[config.mk]
export PLATFORM = sky130hd
export DESIGN_NAME = hb_gate_host
export DESIGN_NICKNAME = d
export VERILOG_FILES = /design/src/hw/hb_host_pkg.sv /design/src/hw/hb_gate_host.sv /design/src/hw/phase_timer.sv
export SDC_FILE = /design/constraint.sdc
export NUM_CORES = 1
export LEC_CHECK = 0
export ABC_AREA = 0
export BUFFER_PORTS_ARGS = -buffer_cell sky130_fd_sc_hd__buf_2
export CORE_AREA = 2 2 120 122
export DETAILED_ROUTE_END_ITERATION = 7
export DIE_AREA = 0 0 122 124
export GPL_TIMING_DRIVEN = 0
export PLACE_DENSITY = 0.68
export SKIP_CTS_REPAIR_TIMING = 1
export SLEW_MARGIN = 15
export SYNTH_ARGS = -nofsm -noshare
export SYNTH_HDL_FRONTEND = slang
export SYNTH_SLANG_ARGS = --single-unit
[constraint.sdc]
create_clock -name pclk -period 10.3 [get_ports pclk]
set_input_delay 1.545 -clock pclk [delete_from_list [all_inputs] [get_ports pclk]]
set_output_delay 1.545 -clock pclk [all_outputs]
set_load 0.02 [all_outputs]
[src/hw/hb_host_pkg.sv]
// package for the half-bridge gate driver controller: register map, states, timing
// assumes a 20 MHz pclk; every figure used by the design files is named here
package hb_host_pkg;

  // clock period and documented times, each in its own unit
  localparam int CLK_PERIOD_NS     = 50;
  localparam int MIN_PULSE_NS      = 20;
  localparam int REFRESH_LOW_NS    = 100;
  localparam int REFRESH_MID_NS    = 100;
  localparam int REFRESH_PULSES    = 32;

  // least times round up to whole cycles, never below one
  localparam int MIN_PULSE_RAW     = (MIN_PULSE_NS + CLK_PERIOD_NS - 1) / CLK_PERIOD_NS;
  localparam int MIN_PULSE_CYC     = (MIN_PULSE_RAW < 1) ? 1 : MIN_PULSE_RAW;
  localparam int REFRESH_LOW_RAW   = (REFRESH_LOW_NS + CLK_PERIOD_NS - 1) / CLK_PERIOD_NS;
  localparam int REFRESH_LOW_CYC   = (REFRESH_LOW_RAW < 1) ? 1 : REFRESH_LOW_RAW;
  localparam int REFRESH_MID_RAW   = (REFRESH_MID_NS + CLK_PERIOD_NS - 1) / CLK_PERIOD_NS;
  localparam int REFRESH_MID_CYC   = (REFRESH_MID_RAW < 1) ? 1 : REFRESH_MID_RAW;

  localparam int TIMER_W           = 16;
  localparam int PULSE_W           = 6;

  // register byte offsets
  localparam logic [7:0] CTRL_OFF   = 8'h00;
  localparam logic [7:0] PERIOD_OFF = 8'h04;
  localparam logic [7:0] ON_OFF     = 8'h08;
  localparam logic [7:0] STATUS_OFF = 8'h0c;

  // control field positions
  localparam int CTRL_RUN_BIT      = 0;
  localparam int CTRL_OWN_FLT_BIT  = 1;
  localparam int CTRL_DRV_EN_BIT   = 2;
  localparam int CTRL_W            = 3;

  // status field positions
  localparam int STAT_STATE_LSB    = 0;
  localparam int STAT_FLT_LVL_BIT  = 4;
  localparam int STAT_FLT_SEEN_BIT = 5;
  localparam int STAT_PULSE_LSB    = 8;

  // reset values
  localparam logic [CTRL_W-1:0]  CTRL_RST   = 3'h0;
  localparam logic [TIMER_W-1:0] PERIOD_RST = 16'h0014;
  localparam logic [TIMER_W-1:0] ON_RST     = 16'h000a;

  typedef enum logic [2:0] {
    ST_IDLE,
    ST_REFRESH_LOW,
    ST_REFRESH_MID,
    ST_RUN
  } host_st_t;

endpackage

[src/hw/hb_gate_host.sv]
// controller for a tri-level PWM half-bridge gate driver, with an APB register slave
// assumes the driver pins are joined by the bench: pwm floats for mid level,
// the shared fault line is open drain with an outside pull-up
//
// The APB register port and the register addresses were decided locally.
module hb_gate_host (
  input  wire logic        pclk,
  input  wire logic        presetn,
  input  wire logic        psel,
  input  wire logic        penable,
  input  wire logic        pwrite,
  input  wire logic [7:0]  paddr,
  input  wire logic [31:0] pwdata,
  output logic [31:0]      prdata,
  output logic             pready,
  output logic             pslverr,
  output logic             pwm_level,
  output logic             pwm_drive_n,
  output logic             drv_enable,
  input  wire logic        fault_in,
  output logic             fault_out,
  output logic             fault_oe_n
);

  typedef struct packed {
    hb_host_pkg::host_st_t                st;
    logic [1:0]                           flt_sync;
    logic [hb_host_pkg::CTRL_W-1:0]       ctrl;
    logic [hb_host_pkg::TIMER_W-1:0]      period;
    logic [hb_host_pkg::TIMER_W-1:0]      on_time;
    logic                                 fault_seen;
    logic [hb_host_pkg::PULSE_W-1:0]      pulses;
    logic                                 pwm_hi;
    logic                                 pwm_drv;
    logic [31:0]                          rdata;
  } host_state_t;

  localparam logic [hb_host_pkg::TIMER_W-1:0] MIN_CYC =
    hb_host_pkg::TIMER_W'(hb_host_pkg::MIN_PULSE_CYC);
  localparam logic [hb_host_pkg::TIMER_W-1:0] LOW_LOAD =
    hb_host_pkg::TIMER_W'(hb_host_pkg::REFRESH_LOW_CYC - 1);
  localparam logic [hb_host_pkg::TIMER_W-1:0] MID_LOAD =
    hb_host_pkg::TIMER_W'(hb_host_pkg::REFRESH_MID_CYC - 1);
  localparam logic [hb_host_pkg::PULSE_W-1:0] LAST_PULSE =
    hb_host_pkg::PULSE_W'(hb_host_pkg::REFRESH_PULSES - 1);

  host_state_t                     q_ff;
  host_state_t                     nxt_q;
  logic                            tmr_load;
  logic [hb_host_pkg::TIMER_W-1:0] tmr_val;
  logic                            tmr_expired;
  logic                            fault_low;
  logic                            abort;
  logic                            mapped;
  logic                            wr_en;
  logic [hb_host_pkg::TIMER_W-1:0] high_len;
  logic [hb_host_pkg::TIMER_W-1:0] low_len;
  logic [hb_host_pkg::TIMER_W-1:0] low_raw;

  phase_timer #(.W(hb_host_pkg::TIMER_W)) u_timer (
    .pclk     (pclk),
    .presetn  (presetn),
    .load     (tmr_load),
    .load_val (tmr_val),
    .expired  (tmr_expired)
  );

  // only the second synchroniser stage is looked at
  assign fault_low = !q_ff.flt_sync[1];
  assign abort     = fault_low || !q_ff.ctrl[hb_host_pkg::CTRL_RUN_BIT]
                     || !q_ff.ctrl[hb_host_pkg::CTRL_DRV_EN_BIT];
  assign mapped    = (paddr == hb_host_pkg::CTRL_OFF) || (paddr == hb_host_pkg::PERIOD_OFF)
                     || (paddr == hb_host_pkg::ON_OFF) || (paddr == hb_host_pkg::STATUS_OFF);
  assign wr_en     = psel && penable && pwrite && mapped;

  // phases shorter than the minimum pulse are stretched, so duty is not exact near 0 or 100 %
  assign low_raw   = (q_ff.period > q_ff.on_time) ? (q_ff.period - q_ff.on_time) : '0;
  assign high_len  = (q_ff.on_time < MIN_CYC) ? MIN_CYC : q_ff.on_time;
  assign low_len   = (low_raw < MIN_CYC) ? MIN_CYC : low_raw;

  always_comb begin
    nxt_q    = q_ff;
    tmr_load = 1'b0;
    tmr_val  = '0;
    nxt_q.flt_sync = {q_ff.flt_sync[0], fault_in};

    // register writes; a fault seen in the same cycle as its clear is kept
    if (wr_en) begin
      case (paddr)
        hb_host_pkg::CTRL_OFF:   nxt_q.ctrl = pwdata[hb_host_pkg::CTRL_W-1:0];
        hb_host_pkg::PERIOD_OFF: nxt_q.period = pwdata[hb_host_pkg::TIMER_W-1:0];
        hb_host_pkg::ON_OFF:     nxt_q.on_time = pwdata[hb_host_pkg::TIMER_W-1:0];
        hb_host_pkg::STATUS_OFF: begin
          if (pwdata[hb_host_pkg::STAT_FLT_SEEN_BIT]) begin
            nxt_q.fault_seen = 1'b0;
          end
        end
        default: nxt_q.ctrl = q_ff.ctrl;
      endcase
    end
    if (fault_low) begin
      nxt_q.fault_seen = 1'b1;
    end

    // read data latched in the setup cycle so it comes from a register
    if (psel && !penable) begin
      nxt_q.rdata = '0;
      case (paddr)
        hb_host_pkg::CTRL_OFF:   nxt_q.rdata[hb_host_pkg::CTRL_W-1:0] = q_ff.ctrl;
        hb_host_pkg::PERIOD_OFF: nxt_q.rdata[hb_host_pkg::TIMER_W-1:0] = q_ff.period;
        hb_host_pkg::ON_OFF:     nxt_q.rdata[hb_host_pkg::TIMER_W-1:0] = q_ff.on_time;
        hb_host_pkg::STATUS_OFF: begin
          nxt_q.rdata[hb_host_pkg::STAT_STATE_LSB +: 3]          = q_ff.st;
          nxt_q.rdata[hb_host_pkg::STAT_FLT_LVL_BIT]             = q_ff.flt_sync[1];
          nxt_q.rdata[hb_host_pkg::STAT_FLT_SEEN_BIT]            = q_ff.fault_seen;
          nxt_q.rdata[hb_host_pkg::STAT_PULSE_LSB +: hb_host_pkg::PULSE_W] = q_ff.pulses;
        end
        default: nxt_q.rdata = '0;
      endcase
    end

    // command sequencer; any stop floats the command to mid level
    case (q_ff.st)
      hb_host_pkg::ST_IDLE: begin
        nxt_q.pwm_drv = 1'b0;
        if (!abort) begin
          nxt_q.st      = hb_host_pkg::ST_REFRESH_LOW;
          nxt_q.pulses  = '0;
          nxt_q.pwm_drv = 1'b1;
          nxt_q.pwm_hi  = 1'b0;
          tmr_load      = 1'b1;
          tmr_val       = LOW_LOAD;
        end
      end
      hb_host_pkg::ST_REFRESH_LOW: begin
        if (abort) begin
          nxt_q.st      = hb_host_pkg::ST_IDLE;
          nxt_q.pwm_drv = 1'b0;
        end else if (tmr_expired) begin
          nxt_q.st      = hb_host_pkg::ST_REFRESH_MID;
          nxt_q.pwm_drv = 1'b0;
          tmr_load      = 1'b1;
          tmr_val       = MID_LOAD;
        end
      end
      hb_host_pkg::ST_REFRESH_MID: begin
        if (abort) begin
          nxt_q.st = hb_host_pkg::ST_IDLE;
        end else if (tmr_expired) begin
          nxt_q.pulses  = q_ff.pulses + hb_host_pkg::PULSE_W'(1);
          nxt_q.pwm_drv = 1'b1;
          tmr_load      = 1'b1;
          if (q_ff.pulses == LAST_PULSE) begin
            nxt_q.st     = hb_host_pkg::ST_RUN;
            nxt_q.pwm_hi = 1'b1;
            tmr_val      = high_len - hb_host_pkg::TIMER_W'(1);
          end else begin
            nxt_q.st     = hb_host_pkg::ST_REFRESH_LOW;
            nxt_q.pwm_hi = 1'b0;
            tmr_val      = LOW_LOAD;
          end
        end
      end
      hb_host_pkg::ST_RUN: begin
        if (abort) begin
          nxt_q.st      = hb_host_pkg::ST_IDLE;
          nxt_q.pwm_drv = 1'b0;
          nxt_q.pwm_hi  = 1'b0;
        end else if (tmr_expired) begin
          nxt_q.pwm_hi = !q_ff.pwm_hi;
          tmr_load     = 1'b1;
          tmr_val      = q_ff.pwm_hi ? (low_len - hb_host_pkg::TIMER_W'(1))
                                     : (high_len - hb_host_pkg::TIMER_W'(1));
        end
      end
      default: begin
        nxt_q.st      = hb_host_pkg::ST_IDLE;
        nxt_q.pwm_drv = 1'b0;
        nxt_q.pwm_hi  = 1'b0;
      end
    endcase
  end

  always_ff @(posedge pclk or negedge presetn) begin
    if (!presetn) begin
      q_ff          <= '0;
      // the line idles high under its pull-up, so reset must not look like a fault
      q_ff.flt_sync <= '1;
      q_ff.st       <= hb_host_pkg::ST_IDLE;
      q_ff.ctrl     <= hb_host_pkg::CTRL_RST;
      q_ff.period   <= hb_host_pkg::PERIOD_RST;
      q_ff.on_time  <= hb_host_pkg::ON_RST;
    end else begin
      q_ff <= nxt_q;
    end
  end

  // zero-wait slave: every access completes in its first access cycle
  assign pready      = 1'b1;
  assign pslverr     = psel && penable && !mapped;
  assign prdata      = q_ff.rdata;
  // high level is cleared on every stop, so the pin comes straight from a flop
  assign pwm_level   = q_ff.pwm_hi;
  assign pwm_drive_n = !q_ff.pwm_drv;
  assign drv_enable  = q_ff.ctrl[hb_host_pkg::CTRL_DRV_EN_BIT];
  // the line is only ever pulled low, never driven high
  assign fault_out   = 1'b0;
  assign fault_oe_n  = !q_ff.ctrl[hb_host_pkg::CTRL_OWN_FLT_BIT];

  // helper: cycles the current driven level has stood
  logic [7:0] hold_ff;
  logic [1:0] lvl_prev_ff;
  always_ff @(posedge pclk or negedge presetn) begin
    if (!presetn) begin
      hold_ff     <= 8'h00;
      lvl_prev_ff <= 2'h0;
    end else begin
      lvl_prev_ff <= {q_ff.pwm_drv, q_ff.pwm_hi};
      if ({q_ff.pwm_drv, q_ff.pwm_hi} != lvl_prev_ff) begin
        hold_ff <= 8'h01;
      end else if (hold_ff != 8'hff) begin
        hold_ff <= hold_ff + 8'h01;
      end
    end
  end
endmodule

[src/hw/phase_timer.sv]
// down-counting phase timer: load a count, expired once it reaches zero
// assumes the loader asks for load only in cycles where it starts a new phase
module phase_timer #(
  parameter int W = 16
) (
  input  wire logic         pclk,
  input  wire logic         presetn,
  input  wire logic         load,
  input  wire logic [W-1:0] load_val,
  output logic              expired
);

  typedef struct packed {
    logic [W-1:0] cnt;
  } timer_state_t;

  timer_state_t q_ff;
  timer_state_t nxt_q;

  // load wins over counting; the counter parks at zero
  always_comb begin
    nxt_q = q_ff;
    if (load) begin
      nxt_q.cnt = load_val;
    end else if (q_ff.cnt != '0) begin
      nxt_q.cnt = q_ff.cnt - W'(1);
    end
  end

  always_ff @(posedge pclk or negedge presetn) begin
    if (!presetn) begin
      q_ff <= '0;
    end else begin
      q_ff <= nxt_q;
    end
  end

  assign expired = (q_ff.cnt == '0);

endmodule
; After elaboration in Yosys (flattened, before gate mapping)
; Index checks and enable logic that the tools add are counted.
; Widths: inputs -> output; s select.
[classes]
addsub = 5
mul = 0
div = 0
n_lt_le_gt_ge = 3
n_eq_ne = 17
shifts = 0
mux = 49
n_bitwise = 1
reduce_logical = 33
[ops]
columns = op, n
row1 = $mux 16, 11
row2 = $pmux 16 s4, 1
row3 = $sub 16x1->16 const B, 3
row4 = $lt 16x1->1 const B, 2
row5 = $mux 8, 3
row6 = $pmux 3 s4, 2
row7 = $mux 3, 6
row8 = $pmux 6 s3, 1
row9 = $eq 8x4->1 const B, 2
row10 = $gt 16x16->1, 1
row11 = $logic_not 16->1, 1
row12 = $mux 1, 16
row13 = $reduce_bool 16->1, 1
row14 = $sub 16x16->16, 1
row15 = $pmux 6 s2, 1
row16 = $reduce_and 4->1, 3
row17 = $ne 2x2->1 const B, 5
row18 = $ne 3x3->1 const B, 3
row19 = $eq 8x3->1 const B, 1
row20 = $logic_not 1->1, 8
row21 = $logic_not 8->1, 1
row22 = $pmux 1 s4, 2
row23 = $pmux 2 s2, 2
row24 = $add 6x1->6 const B, 1
row25 = 16 further kinds, 30
[totals]
regBits = 81
latchBits = 0
ram_bits = 0
rom_bits = 0
in_bits = 46
out_inout_bits = 39
elab_cells = 119
n_memories = 0

; Depth between registers and ports, before layout
; Gate-level depths: netlist of run 1.
[depth]
ltp_word = 10
mapped_depth = 18
ltp_nobuf = 17

; Hierarchy
; A second synthesis of run 1 with hierarchy kept.
[unflattened]
hier_cells = 706
area_unflattened_um2 = 6175.9
[by_module_without_submodules]
columns = module, instances, cells_per_inst, area_each_um2, seq_area_each_um2
row1 = hb_gate_host, 1, 598, 5153.7, 1609.0
row2 = phase_timer, 1, 108, 1022.2, 400.4

; Worst setup path after synthesis of run 1
; OpenSTA, ideal clock, no wires.
[synth_path]
path_type = register -> register
startpoint = register q_ff[44] in the netlist's numbering
endpoint = register u_timer.q_ff[14] in the netlist's numbering
setup_time_ns = 0.069
t_arrival_ns = 3.959
t_required_ns = 10.231
path_slack_ns = 6.272
path_stages_with_launch = 17
n_path_buf = 2
synth_period_minus_slack_ns = 4.028
cell_sequence = dfstp_2 -> inv_1 -> ha_1 -> buf_2 -> o211ai_1 -> o21ai_1 -> nand3_1 -> o311a_1 -> o211ai_1 -> or4b_1 -> clkbuf_1 -> o211a_1 -> ha_1 -> o21ai_2 -> or4_1 -> or4_1 -> nand3_1
[synth_via]
elab_chain_cells = 10
word_cells_on_any_way = 17
cone_classes = add/sub: 3 / order compare: 3 / mux: 11
[synth_rtl]
columns = item, line_no
row1 = start: declaration, hb_gate_host.sv:47  ; host_state_t q_ff;
row2 = start signal: assignment, hb_gate_host.sv:194  ; q_ff <= nxt_q;
row3 = $sub 16x16->16 or $gt 16x16->1 (tied branches), hb_gate_host.sv:77  ; assign low_raw = (q_ff.period > q_ff.on_time) ? (q_ff.period - q_ff.on_time) : '0;
row4 = $mux 16, hb_gate_host.sv:77
row5 = $lt 16x1->1, hb_gate_host.sv:79  ; assign low_len = (low_raw < MIN_CYC) ? MIN_CYC : low_raw;
row6 = $mux 16, hb_gate_host.sv:79
row7 = $sub 16x1->16, hb_gate_host.sv:172  ; tmr_val = q_ff.pwm_hi ? (low_len - hb_host_pkg::TIMER_W'(1))
row8 = $mux 16, hb_gate_host.sv:172
row9 = $mux 16, hb_gate_host.sv:169  ; end else if (tmr_expired) begin
row10 = $mux 16, hb_gate_host.sv:165  ; if (abort) begin
row11 = $pmux 16 s4 (*), hb_gate_host.sv:123  ; case (q_ff.st)
row12 = $mux 16 (*), phase_timer.sv:23  ; if (load) begin
row13 = end signal: assignment, phase_timer.sv:34  ; q_ff <= nxt_q;
row14 = end: declaration, phase_timer.sv:17  ; timer_state_t q_ff;
; Mark *: on every way between the ends. The rest lies on a longest branch, timed or not.
; A chain may end at the register's enable or synchronous reset.

; Final worst setup path of run 1
; Same ends and word-level chain as after synthesis.

==> results of run 1 <==
[Yosys cell counts (all sizes together) (6+ instances only)]
library cell   n  area share [%]
nand2         66             4.2
dfrtp         74              30
a21oi         31             2.6
o21ai         40             3.4
nor3          18             1.5
mux2          45             8.3
clkbuf        21             1.4
and3           8            0.82
nand3         20             1.7
nor2b          8            0.82
buf           40             4.7
ha            20             4.1
and2           6            0.62
o211ai        10             1.2
a22oi         24             3.0
inv           30             1.9
dfstp          6             2.6
mux2i          7             1.2
xnor2         25             3.6
nor2          41             2.7
o31ai          8            0.99
xor2          15             2.2
nand4          9             1.0
or4            9             1.3
nor4          11             1.7
[through the flow]
step	cell area, um^2	total power [mW]	worst slack [ps]	util, %	hold slack (ps)
floorplan	6132	0.4991	6272	-	345.2
global placement	6598	0.5415	5606	48.09	347.0
detailed placement	6628	0.5483	5567	48.31	349.6
CTS	6919	0.8582	5551	50.43	358.8
global route	6919	0.8906	5205	50.43	361.5
finish	6919	0.8561	5541	50.43	357.1
[power by group through the flow]
stage	Clock [mW]	Combinational, mW	Sequential (mW)
after floorplan	0	0.121	0.378
after global placement	0	0.158	0.383
after detailed placement	0	0.163	0.385
after CTS	0.314	0.165	0.379
after global routing	0.324	0.181	0.385
final	0.311	0.166	0.380
[per-layer routing]
layer | up-vias | share of wire [%]
met5 | - | 0.071
met4 | 2 | 2.9
met3 | 39 | 6.6
met2 | 216 | 47
met1 | 2649 | 43
li1 | 2591 | -
[state kept, by name, indices dropped and copies added (netlist names)]
name          count
q_ff             45
prdata           16
u_timer.q_ff     16
drv_enable        1
nxt_q             1
pwm_level         1
[worst reg2reg max path, stage by stage (launching register included)]
cell and delay [ps]:
dfstp_2 590, inv_1 80, ha_1 270, buf_2 170, o211ai_1 140, o21ai_1 360, nand3_1 180, o311a_1 360
o211ai_1 380, or4b_1 180, clkbuf_1 280, o211a_1 260, ha_1 290, o21ai_2 160, or4_1 510, or4_1 400
nand3_1 100
[final timing paths]
check                      startpoint          endpoint  slack [ps]  depth (start not counted)
hold / removal              nxt_q[77]          q_ff[77]         360                          0
min in group asynchronous     presetn          q_ff[32]        1080                          1
max in group asynchronous     presetn          q_ff[44]        8600                          2
hold reg to reg             nxt_q[77]          q_ff[77]         360                          0
setup reg to reg             q_ff[44]  u_timer.q_ff[14]        5540                         16
setup / recovery             q_ff[44]  u_timer.q_ff[14]        5540                         16
[cells in the final DEF (no fill, tap or decap), types with 7 or more instances in the layout]
| cell type | n |
|---|---|
| a21oi_1 | 30 |
| a22oi_1 | 24 |
| and3_1 | 8 |
| buf_2 | 52 |
| buf_4 | 35 |
| clkbuf_1 | 20 |
| clkbuf_16 | 9 |
| conb_1 | 18 |
| dfrtp_1 | 74 |
| ha_1 | 20 |
| inv_1 | 30 |
| mux2_2 | 45 |
| mux2i_1 | 7 |
| nand2_1 | 64 |
| nand3_1 | 19 |
| nand4_1 | 8 |
| nor2_1 | 39 |
| nor2b_1 | 8 |
| nor3_1 | 18 |
| nor4_1 | 8 |
| o211ai_1 | 10 |
| o21ai_0 | 35 |
| o31ai_1 | 8 |
| xnor2_1 | 25 |
| xor2_1 | 15 |
[logic make-up (layout without fill, tap and decap cells)]
| kind of cell | after synthesis | after routing | share of synthesized area (%) |
|---|---|---|---|
| AOI/OAI and AO/OA | 168 | 168 | 19.00 |
| xor gates and xnor gates | 40 | 40 | 5.770 |
| and+or+nand+nor | 221 | 221 | 19.80 |
| buffers and inverters | 91 | 156 | 7.892 |
| muxes | 53 | 53 | 9.870 |
| DFF | 80 | 80 | 33.09 |
| adders and majority gates | 21 | 21 | 4.451 |
| other | 2 | 18 | 0.1237 |
[area by class of cell]
type                       count  area, um^2
buffer                        61       366.6
clock buffer                  11       252.7
clock inverter                 5       38.79
fill                        1305        6800
inverter                      30       112.6
multi-input combinational    521        3643
sequential                    80        2009
tap                          180       225.2
timing repair buffer          49       270.3
==> results.py, run 1 <==
metrics = {
    "cts": {
        "path_clk_slew_ps": 60,
        "cts_tree": "done",
        "clock_sinks": 80,
        "root_buffer": "clkbuf_16",
        "clkLatencyLatePin_ps": 330,
        "htreeDepth": 3,
        "clock_path_buffers": 2,
        "cts_made_buffers": 9,
    },
    "placement": {
        "numPortBuffers": 48,
        "dp_hpwl_um": 13320,
        "gp_congestion": 0.9572,
        "dp.cells": 921,
    },
    "worst_setup_path": {
        "crit_family": "compound AO/OA/AOI/OAI gates",
        "path_cells": "inv_1 -> ha_1 -> buf_2 -> o211ai_1 -> o21ai_1 -> nand3_1 -> o311a_1 -> o211ai_1 -> or4b_1 -> clkbuf_1 -> o211a_1 -> ha_1 -> o21ai_2 -> or4_1 -> or4_1 -> nand3_1",
        "cp.arrival_ps": 5020,
        "crit_path_start_kind": "register",
        "cp.buffers_inverters": 3,
        "crit_slowest_cell": "dfstp_2",
        "cp_max_fo": 8,
        "worst_ep_required_time_ps": 10560,
        "max_stage_delay_ps": 590,
        "end_kind": "register",
        "path_class": "reg -> reg",
    },
    "power": {
        "pwr-share-comb_pct": 19.3,
        "clockPowerShare_pct": 36.3,
        "power.switching_uw": 256.9,
        "p_per_area_nw_per_um2": 123.7,
        "swShare_pct": 30.01,
        "p_leak_nw": 3.189,
        "p_seq_share_pct": 44.3,
        "irDropWorstVdd_uv": 132.4,
        "p_int_uw": 599.2,
    },
    "sta": {
        "fin_crit_ps": 4759,
        "slew_headroom_pct": 33.42,
        "period_share_pct": 46.20,
        "fmaxAchievable_mhz": 210.1,
        "hold_viol": 0,
        "drv_slew": 0,
        "tns_ps": 0,
        "setup_viol": 0,
        "fin_skew_ps": 6.739,
        "worst_pin_slew_ps": 996.6,
        "rsz0062_at_grt": "no",
    },
    "floorplanning": {
        "fp.coreArea_um2": 13720,
        "ioPinCount": 85,
        "initial_core_util_pct": 44.26,
        "rows": 43,
        "dieArea_um2": 15130,
        "die_h_um": 124,
        "die_w_um": 122,
    },
    "global_routing": {
        "grt_overflow": 0,
        "gr-usage-met3_pct": 4.487,
        "use_met1_pct": 29.64,
        "grt_first_pass_wirelength_um": 26990,
        "busiest_layer": "met2",
        "grt_usage_pct": 22.57,
        "grt_pass1_vias": 5278,
        "antenna_found_initial": 1,
        "grt_max_degree": 64,
        "grtUsageMet2_pct": 37.33,
    },
    "yosys": {
        "synth_seq_cells": 80,
        "synth-edff-count": 0,
        "async_flop_share_pct": 100.0,
        "yosys_warnings": 0,
        "synthesis.area_um2": 6072,
        "syn_area_per_cell_um2": 8.982,
        "netlist_instances": 676,
        "synth_cell_type_count": 82,
        "synthFlopType": "dfrtp_1",
        "ys_seq_area_share_pct": 33.09,
    },
    "finish": {
        "antennaDiodeCount": 0,
        "nets": 819,
        "area_delta_synth_final_pct": 13.95,
        "drive_above_1_share_pct": 23.91,
        "fin_cells": 937,
    },
    "detailed_routing": {
        "vias_per_cell": 5.867,
        "vias": 5497,
        "dr.pass1.iters": 5,
        "ant_nets": 0,
        "drc": 0,
        "wirelength_um": 16930,
        "first_iter_violations": 448,
        "routedWlPerCell_um": 18.07,
    },
    "worst_hold_path": {
        "hold_path_class": "reg -> reg",
    },
    "outcome": {
        "status": "complete, no violations",
    },
    "run": {
        "maxCapViolCount": 0,
    },
}
(Power assumes the default switching activity.)
==> inputs of run 2 (changes only) <==
clock period = 4.8 ns   (was 10.3 ns; I/O delays follow)
==> run 2 against run 1 <==
Against the previous run: via count is 0.15% higher; register-to-register slack worse by 5200 ps; clock power is 110% higher; clock skew about the same; core utilization up 0.17 points; die area stayed put; final cell count grew 0.11%; total power increased by 110%; sequential share of layout area shrank 0.099 points; critical path type unchanged; largest cell class unchanged.
==> results.py, run 2 (synthesized netlist as in run 1, its figures left out) <==
metrics = {
    "outcome": {
        "status": "complete, no violations",
    },
    "finish": {
        "mostFrequentLayoutCells": "dfrtp_1 (74), nand2_1 (64), buf_2 (52)",
        "nFillCells": 1303,
        "antennaDiodeCount": 0,
        "nets": 820,
        "drive_above_1_share_pct": 24.54,
        "mostFrequentLayoutCell": "dfrtp_1",
        "fin_util_pct": 50.61,
        "largest_reg_flops": 45,
        "largest-register": "q_ff",
        "area_delta_synth_final_pct": 14.34,
    },
    "run": {
        "maxCapViolCount": 0,
    },
    "sta": {
        "fin_crit_ps": 4482,
        "slew_headroom_pct": 33.10,
        "hold_viol": 0,
        "setup_viol": 0,
        "fmaxAchievable_mhz": 223.1,
        "drv_slew": 0,
        "worst_pin_slew_ps": 1001,
        "fin_skew_ps": 7.155,
        "period_share_pct": 93.37,
        "rsz0062_at_grt": "no",
        "tns_ps": 0,
    },
    "worst_setup_path": {
        "cp.arrival_ps": 4750,
        "worst_ep_required_time_ps": 5060,
        "cp_max_fo": 8,
        "end_kind": "register",
        "r2r_start": "q_ff[44]",
        "path_class": "reg -> reg",
        "startpoint": "q_ff[44]",
        "crit_path_start_kind": "register",
    },
    "detailed_routing": {
        "ant_nets": 0,
        "wirelength_um": 16970,
        "dr.pass1.iters": 5,
        "drc": 0,
        "vias_per_cell": 5.869,
        "routedWlPerCell_um": 18.09,
        "vias": 5505,
        "first_iter_violations": 378,
    },
    "power": {
        "irDropWorstVdd_uv": 285.3,
        "p_per_area_nw_per_um2": 264.4,
        "p_leak_nw": 3.196,
    },
    "floorplanning": {
        "rows": 43,
        "dieArea_um2": 15130,
        "fp.coreArea_um2": 13720,
        "initial_core_util_pct": 44.26,
        "die_w_um": 122,
        "die_h_um": 124,
        "ioPinCount": 85,
    },
    "global_routing": {
        "grt_first_pass_wirelength_um": 26990,
        "antenna_found_initial": 1,
        "grt_max_degree": 64,
        "grt_usage_pct": 22.57,
        "grt_overflow": 0,
        "grt_pass1_vias": 5278,
    },
    "cts": {
        "root_buffer": "clkbuf_16",
        "clock_path_buffers": 2,
        "clock_sinks": 80,
        "cts_tree": "done",
        "path_clk_slew_ps": 60,
        "clkLatencyLatePin_ps": 340,
        "cts_made_buffers": 9,
        "htreeDepth": 3,
    },
    "placement": {
        "gp_congestion": 0.9572,
        "numPortBuffers": 48,
        "dp_hpwl_um": 13320,
    },
    "worst_hold_path": {
        "hold_path_class": "in -> async",
    },
}
[run 2: worst paths after layout]
| path | endpoint | slack, ps | cells after the start |
|---|---|---|---|
| worst max register to register | u_timer.q_ff[14] | 320 | 15 |
| worst min-delay path | q_ff[32] | 250 | 1 |
| max in group asynchronous | q_ff[44] | 3930 | 2 |
| worst max-delay path | u_timer.q_ff[14] | 320 | 15 |
| worst min register to register | q_ff[77] | 360 | 0 |
| min in group pclk | q_ff[77] | 360 | 0 |
[run 2: where the power goes]
group / leakage [nW] / internal [mW] / switching (mW)
Sequential: 1.06 / 0.742 / 0.0722
Clock: 0.142 / 0.381 / 0.284
Combinational: 1.99 / 0.162 / 0.193
Total: 3.20 / 1.29 / 0.549
[run 2: per-layer routing]
metal / global-route usage (%) / wire, um
met1: 29.64 / 7217
met2: 37.33 / 7952
met3: 4.487 / 1273
met4: 7.615 / 512
met5: 0 / 12
[run 2: through the flow]
stage / hold slack [ps] / instance area (um^2) / setup slack (ps) / std cells / total power, mW
6_report: 252.0 / 6943 / 318.2 / 938 / 1.835
4_1_cts: 259.3 / 6919 / 51.38 / 937 / 1.841
3_3_place_gp: 347.0 / 6598 / 105.8 / 920 / 1.162
3_5_place_dp: 349.6 / 6628 / 67.41 / 921 / 1.177
5_1_grt: 266.5 / 6943 / 29.63 / 938 / 1.912
2_1_floorplan: 345.2 / 6132 / 772.5 / 692 / 1.071
[run 2: layout make-up]
type,count,area (um^2),area share [%]
Buffer,60,362.8,5.226
Clock buffer,11,252.7,3.640
Clock inverter,5,38.79,0.5587
Inverter,30,112.6,1.622
Multi-Input combinational cell,521,3656,52.66
Sequential cell,80,2009,28.94
Tap cell,180,225.2,3.244
Timing Repair Buffer,51,285.3,4.109
[run 2: worst max-delay path, cell delays in order, from the launching register on]
cell	delay, ps
dfstp_2	590
inv_1	80
ha_1	270
buf_2	180
o211ai_1	150
o21ai_2	260
nand3_1	160
o311a_1	360
o211ai_1	340
or4b_1	330
o211a_1	240
ha_1	290
o21ai_2	160
or4_1	510
or4_1	400
nand3_1	100
